<file path="src/include/spd_pkg.sv">
// Purpose: constants and types for the servo panel alarm and io display
// Assumes: one 10 MHz clock, apb register access
// Notes: control modes, pin functions and register map live here
package spd_pkg;
  localparam int CLK_NS = 100;
  localparam int BLINK_MS = 250; // dp flicker half period
  localparam int BLINK_CYC = BLINK_MS * 1000000 / CLK_NS;
  localparam int HIST_N = 16;
  // register byte offsets
  localparam logic [7:0] OFS_CTRL = 8'h00;
  localparam logic [7:0] OFS_EVT = 8'h04;
  localparam logic [7:0] OFS_MASK = 8'h08;
  localparam logic [7:0] OFS_MODE = 8'h0c;
  localparam logic [7:0] OFS_FORCE = 8'h10;
  localparam logic [7:0] OFS_ASSIGN = 8'h14;
  localparam logic [7:0] OFS_ALARM = 8'h18;
  localparam logic [7:0] OFS_PINS = 8'h1c;
  // field positions
  localparam int CTRL_FORCE_BIT = 0;
  localparam int CTRL_HCLR_BIT = 1;
  localparam int EVT_NEW = 0;
  localparam int EVT_CLR = 1;
  localparam int EVT_REFUSE = 2;
  localparam int MODE_ACT_LSB = 4;
  localparam int ALM_ACT_BIT = 8;
  localparam int ALM_CNT_LSB = 16;
  localparam int PINS_OUT_LSB = 8;
  localparam int PINS_SCR_LSB = 16;
  // pin order: in 15,19,41,42,43,44  out 23,24,33,48,49
  localparam int N_IN = 6;
  localparam int N_OUT = 5;
  // control modes
  localparam logic [2:0] M_P = 3'h0;
  localparam logic [2:0] M_PS = 3'h1;
  localparam logic [2:0] M_S = 3'h2;
  localparam logic [2:0] M_ST = 3'h3;
  localparam logic [2:0] M_T = 3'h4;
  localparam logic [2:0] M_TP = 3'h5;
  localparam logic [2:0] MODE_RST = M_P;
  // pin function codes, 0 = unassigned, bit index = code - 1
  localparam logic [3:0] F_NONE = 4'h0;
  localparam logic [3:0] F_SON = 4'h1;
  localparam logic [3:0] F_RES = 4'h2;
  localparam logic [3:0] F_ST1 = 4'h3;
  localparam logic [3:0] F_ST2 = 4'h4;
  localparam logic [3:0] F_RS1 = 4'h5;
  localparam logic [3:0] F_RS2 = 4'h6;
  localparam logic [3:0] F_CLR = 4'h7;
  localparam logic [3:0] F_STOP = 4'h8;
  localparam logic [3:0] F_LSP = 4'h9;
  localparam logic [3:0] F_LSN = 4'ha;
  localparam logic [3:0] F_MAX = F_LSN;
  typedef enum logic [3:0] {
    SCR_STATUS = 4'h1, SCR_DIAG = 4'h2, SCR_ALARM = 4'h4, SCR_PARAM = 4'h8
  } spd_screen_type;
  typedef struct packed {
    logic reverse_limit_in;
    logic forward_limit_in;
    logic forced_stop_in;
    logic droop_clear_in;
    logic reverse_dir_select_in;
    logic forward_dir_select_in;
    logic reverse_start_in;
    logic forward_start_in;
    logic fault_reset_in;
    logic servo_enable_in;
  } spd_func_type;
  typedef struct packed {
    logic [31:0] prdata;
    logic pready;
    logic pslverr;
  } spd_apb_rsp_type;
endpackage

</file>
<file path="src/rtl/spd_panel.sv">
// Purpose: panel supervision: alarm display and clear, history, parameter
//   stepping, io display on seven segments, pin mapping, forced outputs
// Assumes: keys, pins and core status are synchronous to clk_i
// Notes: single clock, state held in one struct, apb slave with no waits
`timescale 1ns/1ps
// Functional notes
// new alarm forces current alarm screen
// keys navigate during alarm, digit4 dp flickers
// cleared alarm: reset, set key, fault_reset
// history erased only by clear parameter; the nrst_i reset also clears it
// up/down steps alarm history entries
// up/down steps parameter number in group
// new operation mode acts after power cycle
// diag segment lit when pin on
// six control modes including switching ones
// pin function chosen by control mode
// pins strictly inputs or outputs
// torque mode leaves limits, pin24 unassigned
// io assign parameters override default mapping
// mode key reaches diagnostic screen
// forced outputs replace all status outputs while forcing is on
// forced output only while servo enable off
// two low digits show alarm number
module spd_panel
  import spd_pkg::*;
#(
  parameter int BLINK_CYCLES = BLINK_CYC
) (
  input wire logic clk_i,
  input wire logic nrst_i,
  input wire logic psel_i,
  input wire logic penable_i,
  input wire logic pwrite_i,
  input wire logic [7:0] paddr_i,
  input wire logic [31:0] pwdata_i,
  output logic [31:0] prdata_o,
  output logic pready_o,
  output logic pslverr_o,
  input wire logic key_mode_i,
  input wire logic key_up_i,
  input wire logic key_down_i,
  input wire logic key_set_i,
  input wire logic alarm_cause_i,
  input wire logic [7:0] alarm_code_i,
  input wire logic [2:0] op_mode_nv_i,
  input wire logic sub_select_i,
  input wire logic [N_IN-1:0] pin_in_i,
  input wire logic core_ready_i,
  input wire logic core_zero_speed_i,
  input wire logic core_in_position_i,
  input wire logic core_speed_reached_i,
  input wire logic core_index_i,
  output logic [N_OUT-1:0] pin_out_o,
  output spd_func_type func_o,
  output logic alarm_clear_o,
  output logic [2:0] nv_mode_o,
  output logic [31:0] seg_o,
  output logic irq_o
);
  typedef struct packed {
    spd_screen_type screen;
    logic [3:0] key_prev;
    logic alm_act;
    logic [7:0] alm_code;
    logic cause_prev;
    logic [HIST_N-1:0][7:0] hist;
    logic [4:0] hist_cnt;
    logic [4:0] hist_idx;
    logic [7:0] param_idx;
    logic [2:0] mode_act;
    logic [2:0] mode_pend;
    logic started;
    logic force_en;
    logic [N_OUT-1:0] force_val;
    logic [15:0] assign_cfg;
    logic [2:0] evt;
    logic [2:0] mask;
    logic [21:0] blink_cnt;
    logic blink;
    spd_apb_rsp_type apb;
    logic irq;
    spd_func_type func;
    logic [N_OUT-1:0] pin_out;
    logic [31:0] seg;
    logic clr_pulse;
  } spd_state_type;
  localparam logic [21:0] BLINK_TOP = 22'(BLINK_CYCLES - 1);
  // hex digit to seven segments, gfedcba; entry 0 sits in the low bits
  localparam logic [15:0][6:0] SEG7 = {
    7'h71, 7'h79, 7'h5e, 7'h39, 7'h7c, 7'h77, 7'h6f, 7'h7f,
    7'h07, 7'h7d, 7'h6d, 7'h66, 7'h4f, 7'h5b, 7'h06, 7'h3f};
  spd_state_type s_q, s_d;

  // default function of a remappable pin for a base mode
  function automatic logic [3:0] dflt(input int k, input logic [2:0] m);
    logic [3:0] r;
    r = F_NONE;
    unique case (k)
      1: r = (m == M_P) ? F_RES : (m == M_S) ? F_ST1 : F_RS2;
      2: r = (m == M_P) ? F_CLR : (m == M_S) ? F_ST2 : F_RS1;
      4: r = (m == M_T) ? F_NONE : F_LSP;
      5: r = (m == M_T) ? F_NONE : F_LSN;
      default: r = F_NONE;
    endcase
    return r;
  endfunction

  // all panel behaviour in one next-state process
  always_comb begin
    logic [3:0] keys;
    logic [3:0] kr;
    logic [2:0] eff;
    logic [3:0] code;
    logic [3:0] ov;
    logic [9:0] fv;
    logic wr;
    logic rd;
    logic force_on;
    logic [N_OUT-1:0] normal;
    logic [7:0] shown;
    logic [31:0] rdat;
    logic hit;
    logic [2:0] ev_set;
    keys = '0;
    kr = '0;
    eff = M_P;
    code = F_NONE;
    ov = '0;
    fv = '0;
    wr = 1'b0;
    rd = 1'b0;
    force_on = 1'b0;
    normal = '0;
    shown = '0;
    rdat = '0;
    hit = 1'b0;
    ev_set = '0;
    s_d = s_q;
    keys = {key_set_i, key_down_i, key_up_i, key_mode_i};
    kr = keys & ~s_q.key_prev;
    s_d.key_prev = keys;
    s_d.clr_pulse = 1'b0;
    // operation mode latched once after reset release
    s_d.started = 1'b1;
    if (!s_q.started) begin
      s_d.mode_act = op_mode_nv_i;
    end
    // switching modes resolve to a base mode by submode
    unique case (s_q.mode_act)
      M_PS: eff = sub_select_i ? M_S : M_P;
      M_ST: eff = sub_select_i ? M_T : M_S;
      M_TP: eff = sub_select_i ? M_P : M_T;
      M_S: eff = M_S;
      M_T: eff = M_T;
      default: eff = M_P;
    endcase
    // pin to function mapping, override or per-mode default
    for (int k = 0; k < N_IN; k++) begin
      if (k == 0) begin
        code = F_SON;
      end else if (k == 3) begin
        code = F_STOP;
      end else begin
        ov = s_q.assign_cfg[4*(k==1 ? 0 : k==2 ? 1 : k-2) +: 4];
        code = (ov == F_NONE) ? dflt(k, eff) : ov;
      end
      if (code != F_NONE && code <= F_MAX) begin
        fv[code - 4'h1] = fv[code - 4'h1] | pin_in_i[k];
      end
    end
    s_d.func = spd_func_type'(fv);
    // dp blink timebase
    if (s_q.blink_cnt == BLINK_TOP) begin
      s_d.blink_cnt = '0;
      s_d.blink = ~s_q.blink;
    end else begin
      s_d.blink_cnt = s_q.blink_cnt + 22'h1;
    end
    // new alarm: latch, push history, show it
    s_d.cause_prev = alarm_cause_i;
    if (alarm_cause_i && !s_q.cause_prev && !s_q.alm_act) begin
      s_d.alm_act = 1'b1;
      s_d.alm_code = alarm_code_i;
      s_d.hist = {s_q.hist[HIST_N-2:0], alarm_code_i}; // newest first
      if (s_q.hist_cnt != 5'(HIST_N)) begin
        s_d.hist_cnt = s_q.hist_cnt + 5'h1;
      end
      s_d.screen = SCR_ALARM;
      s_d.hist_idx = '0;
      ev_set[EVT_NEW] = 1'b1;
    end else if (s_q.alm_act && !alarm_cause_i &&
                 ((kr[3] && s_q.screen == SCR_ALARM && s_q.hist_idx == '0)
                  || fv[F_RES - 4'h1])) begin
      s_d.alm_act = 1'b0;
      s_d.clr_pulse = 1'b1;
      ev_set[EVT_CLR] = 1'b1;
    end else begin
      // screen walk by mode key, still live during an alarm
      if (kr[0]) begin
        unique case (s_q.screen)
          SCR_STATUS: s_d.screen = SCR_DIAG;
          SCR_DIAG: s_d.screen = SCR_ALARM;
          SCR_ALARM: s_d.screen = SCR_PARAM;
          SCR_PARAM: s_d.screen = SCR_STATUS;
          default: s_d.screen = SCR_STATUS;
        endcase
        s_d.hist_idx = '0;
      end else if (s_q.screen == SCR_ALARM) begin
        if (kr[1] && s_q.hist_idx != 5'(HIST_N)) begin
          s_d.hist_idx = s_q.hist_idx + 5'h1;
        end else if (kr[2] && s_q.hist_idx != '0) begin
          s_d.hist_idx = s_q.hist_idx - 5'h1;
        end
      end else if (s_q.screen == SCR_PARAM) begin
        if (kr[1]) begin
          s_d.param_idx = s_q.param_idx + 8'h1;
        end else if (kr[2]) begin
          s_d.param_idx = s_q.param_idx - 8'h1;
        end
      end
    end
    // output pins: normal status or forced while servo enable off
    normal[0] = core_zero_speed_i;
    normal[1] = (eff == M_P) ? core_in_position_i :
                (eff == M_S) ? core_speed_reached_i : 1'b0;
    normal[2] = core_index_i;
    normal[3] = s_q.alm_act;
    normal[4] = core_ready_i;
    force_on = s_q.force_en && !pin_in_i[0];
    s_d.pin_out = force_on ? s_q.force_val : normal;
    if (s_q.force_en && pin_in_i[0]) begin
      ev_set[EVT_REFUSE] = 1'b1;
    end
    // display: current alarm code or history entry in low digits
    shown = (s_q.hist_idx == '0) ? s_q.alm_code :
            (s_q.hist_idx <= s_q.hist_cnt) ?
            s_q.hist[s_q.hist_idx - 5'h1] : 8'h00;
    unique case (s_q.screen)
      SCR_DIAG: s_d.seg = {8'h00, 8'h00, 3'h0, s_q.pin_out,
                           2'h0, pin_in_i};
      SCR_ALARM: s_d.seg = {8'h77, 1'b0, SEG7[s_q.hist_idx[3:0]],
                            1'b0, SEG7[shown[7:4]],
                            1'b0, SEG7[shown[3:0]]};
      SCR_PARAM: s_d.seg = {8'h73, 8'h00, 1'b0, SEG7[s_q.param_idx[7:4]],
                            1'b0, SEG7[s_q.param_idx[3:0]]};
      default: s_d.seg = {8'h6d, 8'h00, 8'h00,
                          1'b0, SEG7[{1'b0, s_q.mode_act}]};
    endcase
    s_d.seg[31] = s_q.alm_act && s_q.blink;
    // apb slave: answer in the first access cycle
    s_d.apb.pready = psel_i && !penable_i;
    wr = psel_i && penable_i && s_q.apb.pready && pwrite_i;
    rd = psel_i && penable_i && s_q.apb.pready && !pwrite_i;
    hit = 1'b1;
    unique case (paddr_i)
      OFS_CTRL: rdat = {31'h0, s_q.force_en};
      OFS_EVT: rdat = {29'h0, s_q.evt};
      OFS_MASK: rdat = {29'h0, s_q.mask};
      OFS_MODE: rdat = {25'h0, s_q.mode_act, 1'b0, s_q.mode_pend};
      OFS_FORCE: rdat = {27'h0, s_q.force_val};
      OFS_ASSIGN: rdat = {16'h0, s_q.assign_cfg};
      OFS_ALARM: rdat = {11'h0, s_q.hist_cnt, 7'h0, s_q.alm_act,
                         s_q.alm_code};
      OFS_PINS: rdat = {12'h0, s_q.screen, 3'h0, s_q.pin_out,
                        2'h0, pin_in_i};
      default: hit = 1'b0;
    endcase
    s_d.apb.pslverr = psel_i && !penable_i && !hit;
    s_d.apb.prdata = (psel_i && !penable_i) ? rdat : s_q.apb.prdata;
    if (wr) begin
      unique case (paddr_i)
        OFS_CTRL: begin
          s_d.force_en = pwdata_i[CTRL_FORCE_BIT];
          if (pwdata_i[CTRL_HCLR_BIT]) begin
            s_d.hist_cnt = '0;
            s_d.hist = '0;
          end
        end
        OFS_MASK: s_d.mask = pwdata_i[2:0];
        OFS_MODE: s_d.mode_pend = pwdata_i[2:0];
        OFS_FORCE: s_d.force_val = pwdata_i[N_OUT-1:0];
        OFS_ASSIGN: s_d.assign_cfg = pwdata_i[15:0];
        default: ;
      endcase
    end
    // read clears only the bits it returned; a same-cycle event wins
    if (rd && paddr_i == OFS_EVT) begin
      s_d.evt = s_q.evt & ~s_q.apb.prdata[2:0];
    end
    s_d.evt = s_d.evt | ev_set;
    s_d.irq = |(s_d.evt & s_d.mask);
  end

  // state register
  always_ff @(posedge clk_i or negedge nrst_i) begin
    if (!nrst_i) begin
      s_q <= '0;
      s_q.screen <= SCR_STATUS;
      s_q.mode_act <= MODE_RST;
      s_q.mode_pend <= MODE_RST;
    end else begin
      s_q <= s_d;
    end
  end

  assign prdata_o = s_q.apb.prdata;
  assign pready_o = s_q.apb.pready;
  assign pslverr_o = s_q.apb.pslverr;
  assign pin_out_o = s_q.pin_out;
  assign func_o = s_q.func;
  assign alarm_clear_o = s_q.clr_pulse;
  assign nv_mode_o = s_q.mode_pend;
  assign seg_o = s_q.seg;
  assign irq_o = s_q.irq;
endmodule

</file>
<file path="config.mk">
export PLATFORM = sky130hd
export DESIGN_NAME = spd_panel
export DESIGN_NICKNAME = d
export VERILOG_FILES = /design/src/include/spd_pkg.sv /design/src/rtl/spd_panel.sv
export SDC_FILE = /design/constraint.sdc
export NUM_CORES = 1
export LEC_CHECK = 0
export BUFFER_PORTS_ARGS = -buffer_cell sky130_fd_sc_hd__buf_4
export CAP_MARGIN = 20
export CORE_ASPECT_RATIO = 0.8
export CORE_MARGIN = 2
export CORE_UTILIZATION = 37
export DETAILED_ROUTE_END_ITERATION = 7
export GPL_TIMING_DRIVEN = 1
export HOLD_SLACK_MARGIN = 0.15
export PLACE_DENSITY = 0.62
export SLEW_MARGIN = 0
export SYNTH_ARGS = -nofsm -noshare
export SYNTH_HDL_FRONTEND = slang
export SYNTH_SLANG_ARGS = --single-unit
</file>
<file path="constraint.sdc">
create_clock -name clk_i -period 14.6 [get_ports clk_i]
set_clock_uncertainty 0.2 [all_clocks]
set_input_delay 0.73 -clock clk_i [delete_from_list [all_inputs] [get_ports clk_i]]
set_output_delay 0.73 -clock clk_i [all_outputs]
set_load 0.01 [all_outputs]
</file>
; ---- Word-level counts from Yosys, hierarchy flattened
; Memory sizes are Yosys's and may differ from the RTL's.
; Index checks and enable logic that the tools add are counted.
[totals]
regBits = 305
mem_bits_ro = 616
in_bits = 73
out_inout_bits = 86
elab_cells = 269
memories = 6
[classes]
n_addsub = 10
n_lt_le_gt_ge = 20
eq_ne = 22
n_mux = 84
bitwise = 16
reduce_logical = 60
[memory_table]
columns = name, depth, width, read_ports, rd_clocked_by_memory_dff, write_ports, line_no
row1 = (no name shown), 16, 7, 1, 0, 0, spd_panel.sv:245  ; 1'b0, SEG7[s_q.param_idx[3:0]]};
row2 = (no name shown), 16, 7, 1, 0, 0, spd_panel.sv:244  ; SCR_PARAM: s_d.seg = {8'h73, 8'h00, 1'b0, SEG7[s_q.param_idx[7:4]],
row3 = (no name shown), 16, 7, 1, 0, 0, spd_panel.sv:243  ; 1'b0, SEG7[shown[3:0]]};
row4 = (no name shown), 16, 7, 1, 0, 0, spd_panel.sv:242  ; 1'b0, SEG7[shown[7:4]],
row5 = (no name shown), 16, 7, 1, 0, 0, spd_panel.sv:241  ; SCR_ALARM: s_d.seg = {8'h77, 1'b0, SEG7[s_q.hist_idx[3:0]],
row6 = (no name shown), 8, 7, 1, 0, 0, spd_panel.sv:247  ; 1'b0, SEG7[{1'b0, s_q.mode_act}]};
[ops]
columns = op, n
row1 = 133-bit 2-to-1 mux, 4
row2 = 21-bit case mux with 8 select lines, 1
row3 = 31-bit case mux with 3 select lines, 1
row4 = 8-bit 2-to-1 mux, 8
row5 = "4-bit by 5-bit < comparator with 1-bit output, second input constant", 9
row6 = 7-bit 2-to-1 mux, 6
row7 = 10-bit bitwise mux, 4
row8 = 10-bit 2-to-1 mux, 4
row9 = 4-bit 2-to-1 mux, 9
row10 = 5-bit 2-to-1 mux, 7
row11 = 8-bit binary-select mux with 4-bit select, 1
row12 = "8-bit by 5-bit == test with 1-bit output, second input constant", 4
row13 = 1-bit logical AND, 26
row14 = "22-bit by 1-bit adder with 22-bit output, second input constant", 1
row15 = "22-bit == test, second input constant", 1
row16 = 22-bit 2-to-1 mux, 1
row17 = 3-bit 2-to-1 mux, 7
row18 = 4-bit nonzero test, 5
row19 = 1-bit 2-to-1 mux, 18
row20 = 1-bit binary-select mux with 4-bit select, 4
row21 = 1-bit demux with 4-bit select, 4
row22 = "8-bit by 4-bit == test with 1-bit output, second input constant", 2
row23 = "4-bit by 1-bit greater-or-equal comparator with 1-bit output, second input constant", 4
row24 = "4-bit less-or-equal comparator, second input constant", 4
row25 = other kinds (43), 77

; ---- Depth between registers and ports, before layout
[logic_depth]
word_depth = 36
mapped_depth = 22
ltp_nobuf = 20

; ---- Worst setup path before layout
; Ideal clock, no wire load.
[synth_timing]
path_type = flip-flop to flip-flop
startpoint = reg s_q[149] (netlist name)
endpoint = reg s_q (netlist bit seg_o[10])
setup_ns = 0.126
arrival_ns = 5.787
required_ns = 14.274
slack_ns = 8.487
stages_incl_launch_ff = 17
n_path_buf = 7
synth_period_minus_slack_ns = 6.113
path_cell_list = dfrtp_1 clkbuf_1 clkbuf_1 clkbuf_1 buf_2 inv_1 ha_1 clkbuf_1 clkbuf_1 buf_1 mux4_2 mux4_2 a22oi_1 inv_1 ha_1 or3_1 a221o_1
[synth_rtl]
columns = element, line_no
row1 = "start, declared", spd_panel.sv:92  ; spd_state_type s_q, s_d;

; ---- Worst setup path in the final report
[layout_timing]
startpoint = reg s_q[139] (netlist name)
endpoint = reg s_q[145] (netlist name)
[layout_between]
elab_chain_len = 33
elab_cells_between_ends = 80
cone_classes = add/sub (4) / order compare (12) / eq/ne (7) / mux (35) / bitwise (6) / reduce/logical (16)
[layout_rtl]
columns = element, line_no
row1 = "3-bit == test, or another cell as far along", spd_panel.sv:149  ; unique case (s_q.mode_act)
row2 = 3-bit case mux with 5 select lines *, spd_panel.sv:149
row3 = 3-bit by 2-bit == test with 1-bit output, "spd_panel.sv:99, spd_panel.sv:100"
row4 = 3-bit 2-to-1 mux (2 in series), spd_panel.sv:99  ; 1: r = (m == M_P) ? F_RES : (m == M_S) ? F_ST1 : F_RS2;
row5 = 4-bit 2-to-1 mux, spd_panel.sv:165  ; code = (ov == F_NONE) ? dflt(k, eff) : ov;
row6 = 4-bit by 1-bit subtractor with 4-bit output, spd_panel.sv:168  ; fv[code - 4'h1] = fv[code - 4'h1] | pin_in_i[k];
row7 = 4-bit by 5-bit < comparator with 1-bit output (implied by the code) or 4-bit by 1-bit greater-or-equal comparator with 1-bit output (tied branches), spd_panel.sv:168
row8 = 1-bit logical AND (implied by the code), spd_panel.sv:168
row9 = [16 not listed], --
row10 = 1-bit 2-to-1 mux (implied by the code), spd_panel.sv:168
row11 = 1-bit OR, spd_panel.sv:168
row12 = 10-bit bitwise mux, spd_panel.sv:168
row13 = 10-bit 2-to-1 mux *, spd_panel.sv:167  ; if (code != F_NONE && code <= F_MAX) begin
row14 = 1-bit logical OR *, spd_panel.sv:193  ; || fv[F_RES - 4'h1])) begin
row15 = 1-bit logical AND *, spd_panel.sv:191  ; end else if (s_q.alm_act && !alarm_cause_i &&
row16 = 1-bit NOT (no source line) *, --
row17 = 6-bit AND reduction (no source line) *, --
; Mark *: on every way between the ends. The rest lies on a longest branch, timed or not. The select of a mux whose other input is x is not followed.
; A chain may end at the register's enable or synchronous reset.

==> impl_metrics.json <==
{
  "grt_pass1_vias": 12300,
  "rsz0062_at_grt": "no",
  "dieHeight_um": 196,
  "grt_usage_pct": 18.3,
  "grt_max_degree": 164,
  "yosys_warnings": 0,
  "synth_area_leader_cell": "dfrtp_1",
  "dp_hpwl_um": 30500,
  "clk_pin_slew_worst_paths_ps": 60,
  "cpLargestDelayFamily": "compound AO/OA/AOI/OAI gates",
  "start_util_pct": 37.4,
  "port_buffers": 128,
  "hold_viol": 0,
  "grt_pass1_wl_um": 70400,
  "syn-instance-count": 1841,
  "ir_worst_vdd_mv": 0.0980,
  "rows": 70,
  "worstSetupStartpointType": "flip-flop",
  "dpl_cell_area_um2": 17900,
  "timing.final.crit_share_pct": 42.8,
  "top_level_ports": 159,
  "fin_crit_ps": 6250,
  "setup_tns_ps": 0,
  "power_w": 0.00321,
  "clockBufferDepth": 3,
  "syn_area_um2": 17000,
  "final_cell_area_um2": 19100,
  "yosysUniqueCellTypes": 88,
  "crit_fanout": 14,
  "max-cap-violations": 0,
  "clock_sinks": 288,
  "antenna_found_initial": 1,
  "synth_flop_cell": "dfrtp_1",
  "routedWlPerCell_um": 17.8,
  "firstDrtPassIters": 6,
  "yosysSeqAreaShare_pct": 42.3,
  "postRouteAntennaNets": 0,
  "clockRootBuffer": "clkbuf_16",
  "totalWireLength_um": 44100,
  "drtIter0Drc": 1404,
  "hp-class": "in -> reg",
  "globalRoute.totalOverflow": 0,
  "drc": 0,
  "cp_num_buf_inv": 3,
  "viasPerCell": 5.39,
  "drive_above_1_share_pct": 16.9,
  "final_core_util_pct": 41.9,
  "hold_depth": 3,
  "h-tree-depth": 1,
  "synth_most_common_cell": "nand2_1",
  "fmax_ghz": 0.160,
  "cp.required_ps": 14880,
  "worstSetupPathType": "reg -> reg",
  "status": "finished clean",
  "crit_cells": 20,
  "area_growth_pct": 11.9,
  "synth-edff-count": 0,
  "netlist_top_cells_count": "nand2_1, dfrtp_1, a21oi_1",
  "cp_slowest_stage_delay_ps": 610,
  "synth-seq-cells": 288,
  "die_area_um2": 47800,
  "tritoncts": "yes",
  "crit_chain": "inv_1, ha_1, nor2b_1, o21ai_0, buf_4, and2_1, a31oi_1, ha_1, o32ai_1, a21boi_0, or4_1, nand2_1, a21oi_1, a21oi_4, a31oi_1, o41ai_2, a311oi_2, buf_4, nor2_4, mux2_2",
  "die_width_um": 244,
  "synth_top_area_share_pct": 42.2,
  "worstRegToRegCells": 20,
  "finalSetupViolations": 0,
  "p_leak_nw": 8.58,
  "insertion_delay_ps": 600,
  "avgSynthCellArea_um2": 9.25,
  "vias": 13372,
  "worstMarginPinSlew_ps": 1100,
  "core-area_um2": 45500,
  "end_kind": "flip-flop",
  "place_congestion": 0.897,
  "final_max_slew_viol_count": 0,
  "relSlewSlack_pct": 26.9,
  "nets": 1986,
  "powerDensity_nw_per_um2": 169,
  "numCtsBuffers": 31,
  "crit_arrival_ps": 6530,
  "slowest_stage": "o41ai_2",
  "fillers": 4449,
  "async_reset_ff_share_pct": 100,
  "synth.area.top_cells": "dfrtp_1, nand2_1, mux4_2, a21oi_1, ha_1",
  "antenna_cells": 0
}
[per-layer routing]
layer  GRT usage (%)  vias up  wire length, µm
li1                -     6358                -
met1            28.2     6550            21500
met2            27.1      410            19200
met3            2.67       52             2590
met4            3.70        2              770
met5               0        -               13
[cell usage in the layout, fill, tap and decap left out, types with 9 or more instances in the layout]
cell / instances
nand2_1: 404
mux2_2: 43
nor3_1: 24
o31ai_1: 9
xnor2_1: 24
dlygate4sd3_1: 12
a21oi_1: 176
a31oi_1: 20
nor2_1: 89
buf_4: 141
a22oi_1: 24
ha_1: 61
conb_1: 15
xor2_1: 16
nand4_1: 12
nand2b_1: 12
nor2b_1: 31
mux2i_1: 28
o21ai_0: 67
clkbuf_16: 31
nand3_1: 40
mux4_2: 45
dfrtp_1: 286
inv_1: 48
[worst paths after layout]
check | start | end | slack, ps
worst max-delay path | s_q[139] | s_q[145] | 8350
worst min-delay path | alarm_code_i[6] | s_q[294] | 170
worst max register to register | s_q[139] | s_q[145] | 8350
worst min register to register | s_q[83] | s_q[83] | 260
max in group asynchronous | nrst_i | func_o[8] | 12080
min in group asynchronous | nrst_i | s_q[206] | 590
[registers in the layout, summed over array words and instances, names as in the netlist]
name           cells
prdata_o          21
func_o            10
pin_out_o          5
seg_o             26
s_q              219
nv_mode_o          3
pslverr_o          1
irq_o              1
alarm_clear_o      1
pready_o           1
[tightest hold or removal path: stages]
cell	delay [ps]
buf_4	80
nand2_1	70
nand2_1	60
[where the power goes]
group	total (W)	switching, W	internal (W)
logic	0.00124	0.000688	0.000549
clock network	0.000810	0.000329	0.000480
registers	0.00117	0.000190	0.000978
[timing repair]
action,in CTS,in global routing
buffers inserted,0,0
hold buffers,12,0
resized for setup,0,0
hold endpoints to repair,136,0
[cell families after synthesis]
family,synth area share [%]
DFF,42.3
AOI/OAI and AO/OA,14.9
buffers and inverters,7.48
and+or+nand+nor,17.9
xor gates and xnor gates,2.06
muxes,10.7
other,0.0441
adders and majority gates,4.67
[metrics by stage]
step	worst slack, ps	instances	hold slack, ps
CTS	8430	2481	157
finish	8350	2482	170
global placement	8580	2416	249
global route	7900	2482	162
floorplan	8490	1854	234
detailed placement	8450	2416	250
[area by class of cell]
type / count / area (µm²) / area share [%]
clock buffers: 44 / 905 / 4.74
repair buffers: 157 / 1240 / 6.50
multi-input cells: 1322 / 8620 / 45.2
clock inverters: 9 / 135 / 0.709
well taps: 612 / 766 / 4.02
flip-flops and latches: 288 / 7210 / 37.8
inverters: 50 / 193 / 1.01
No activity file was read; power rests on OpenSTA's default activity.
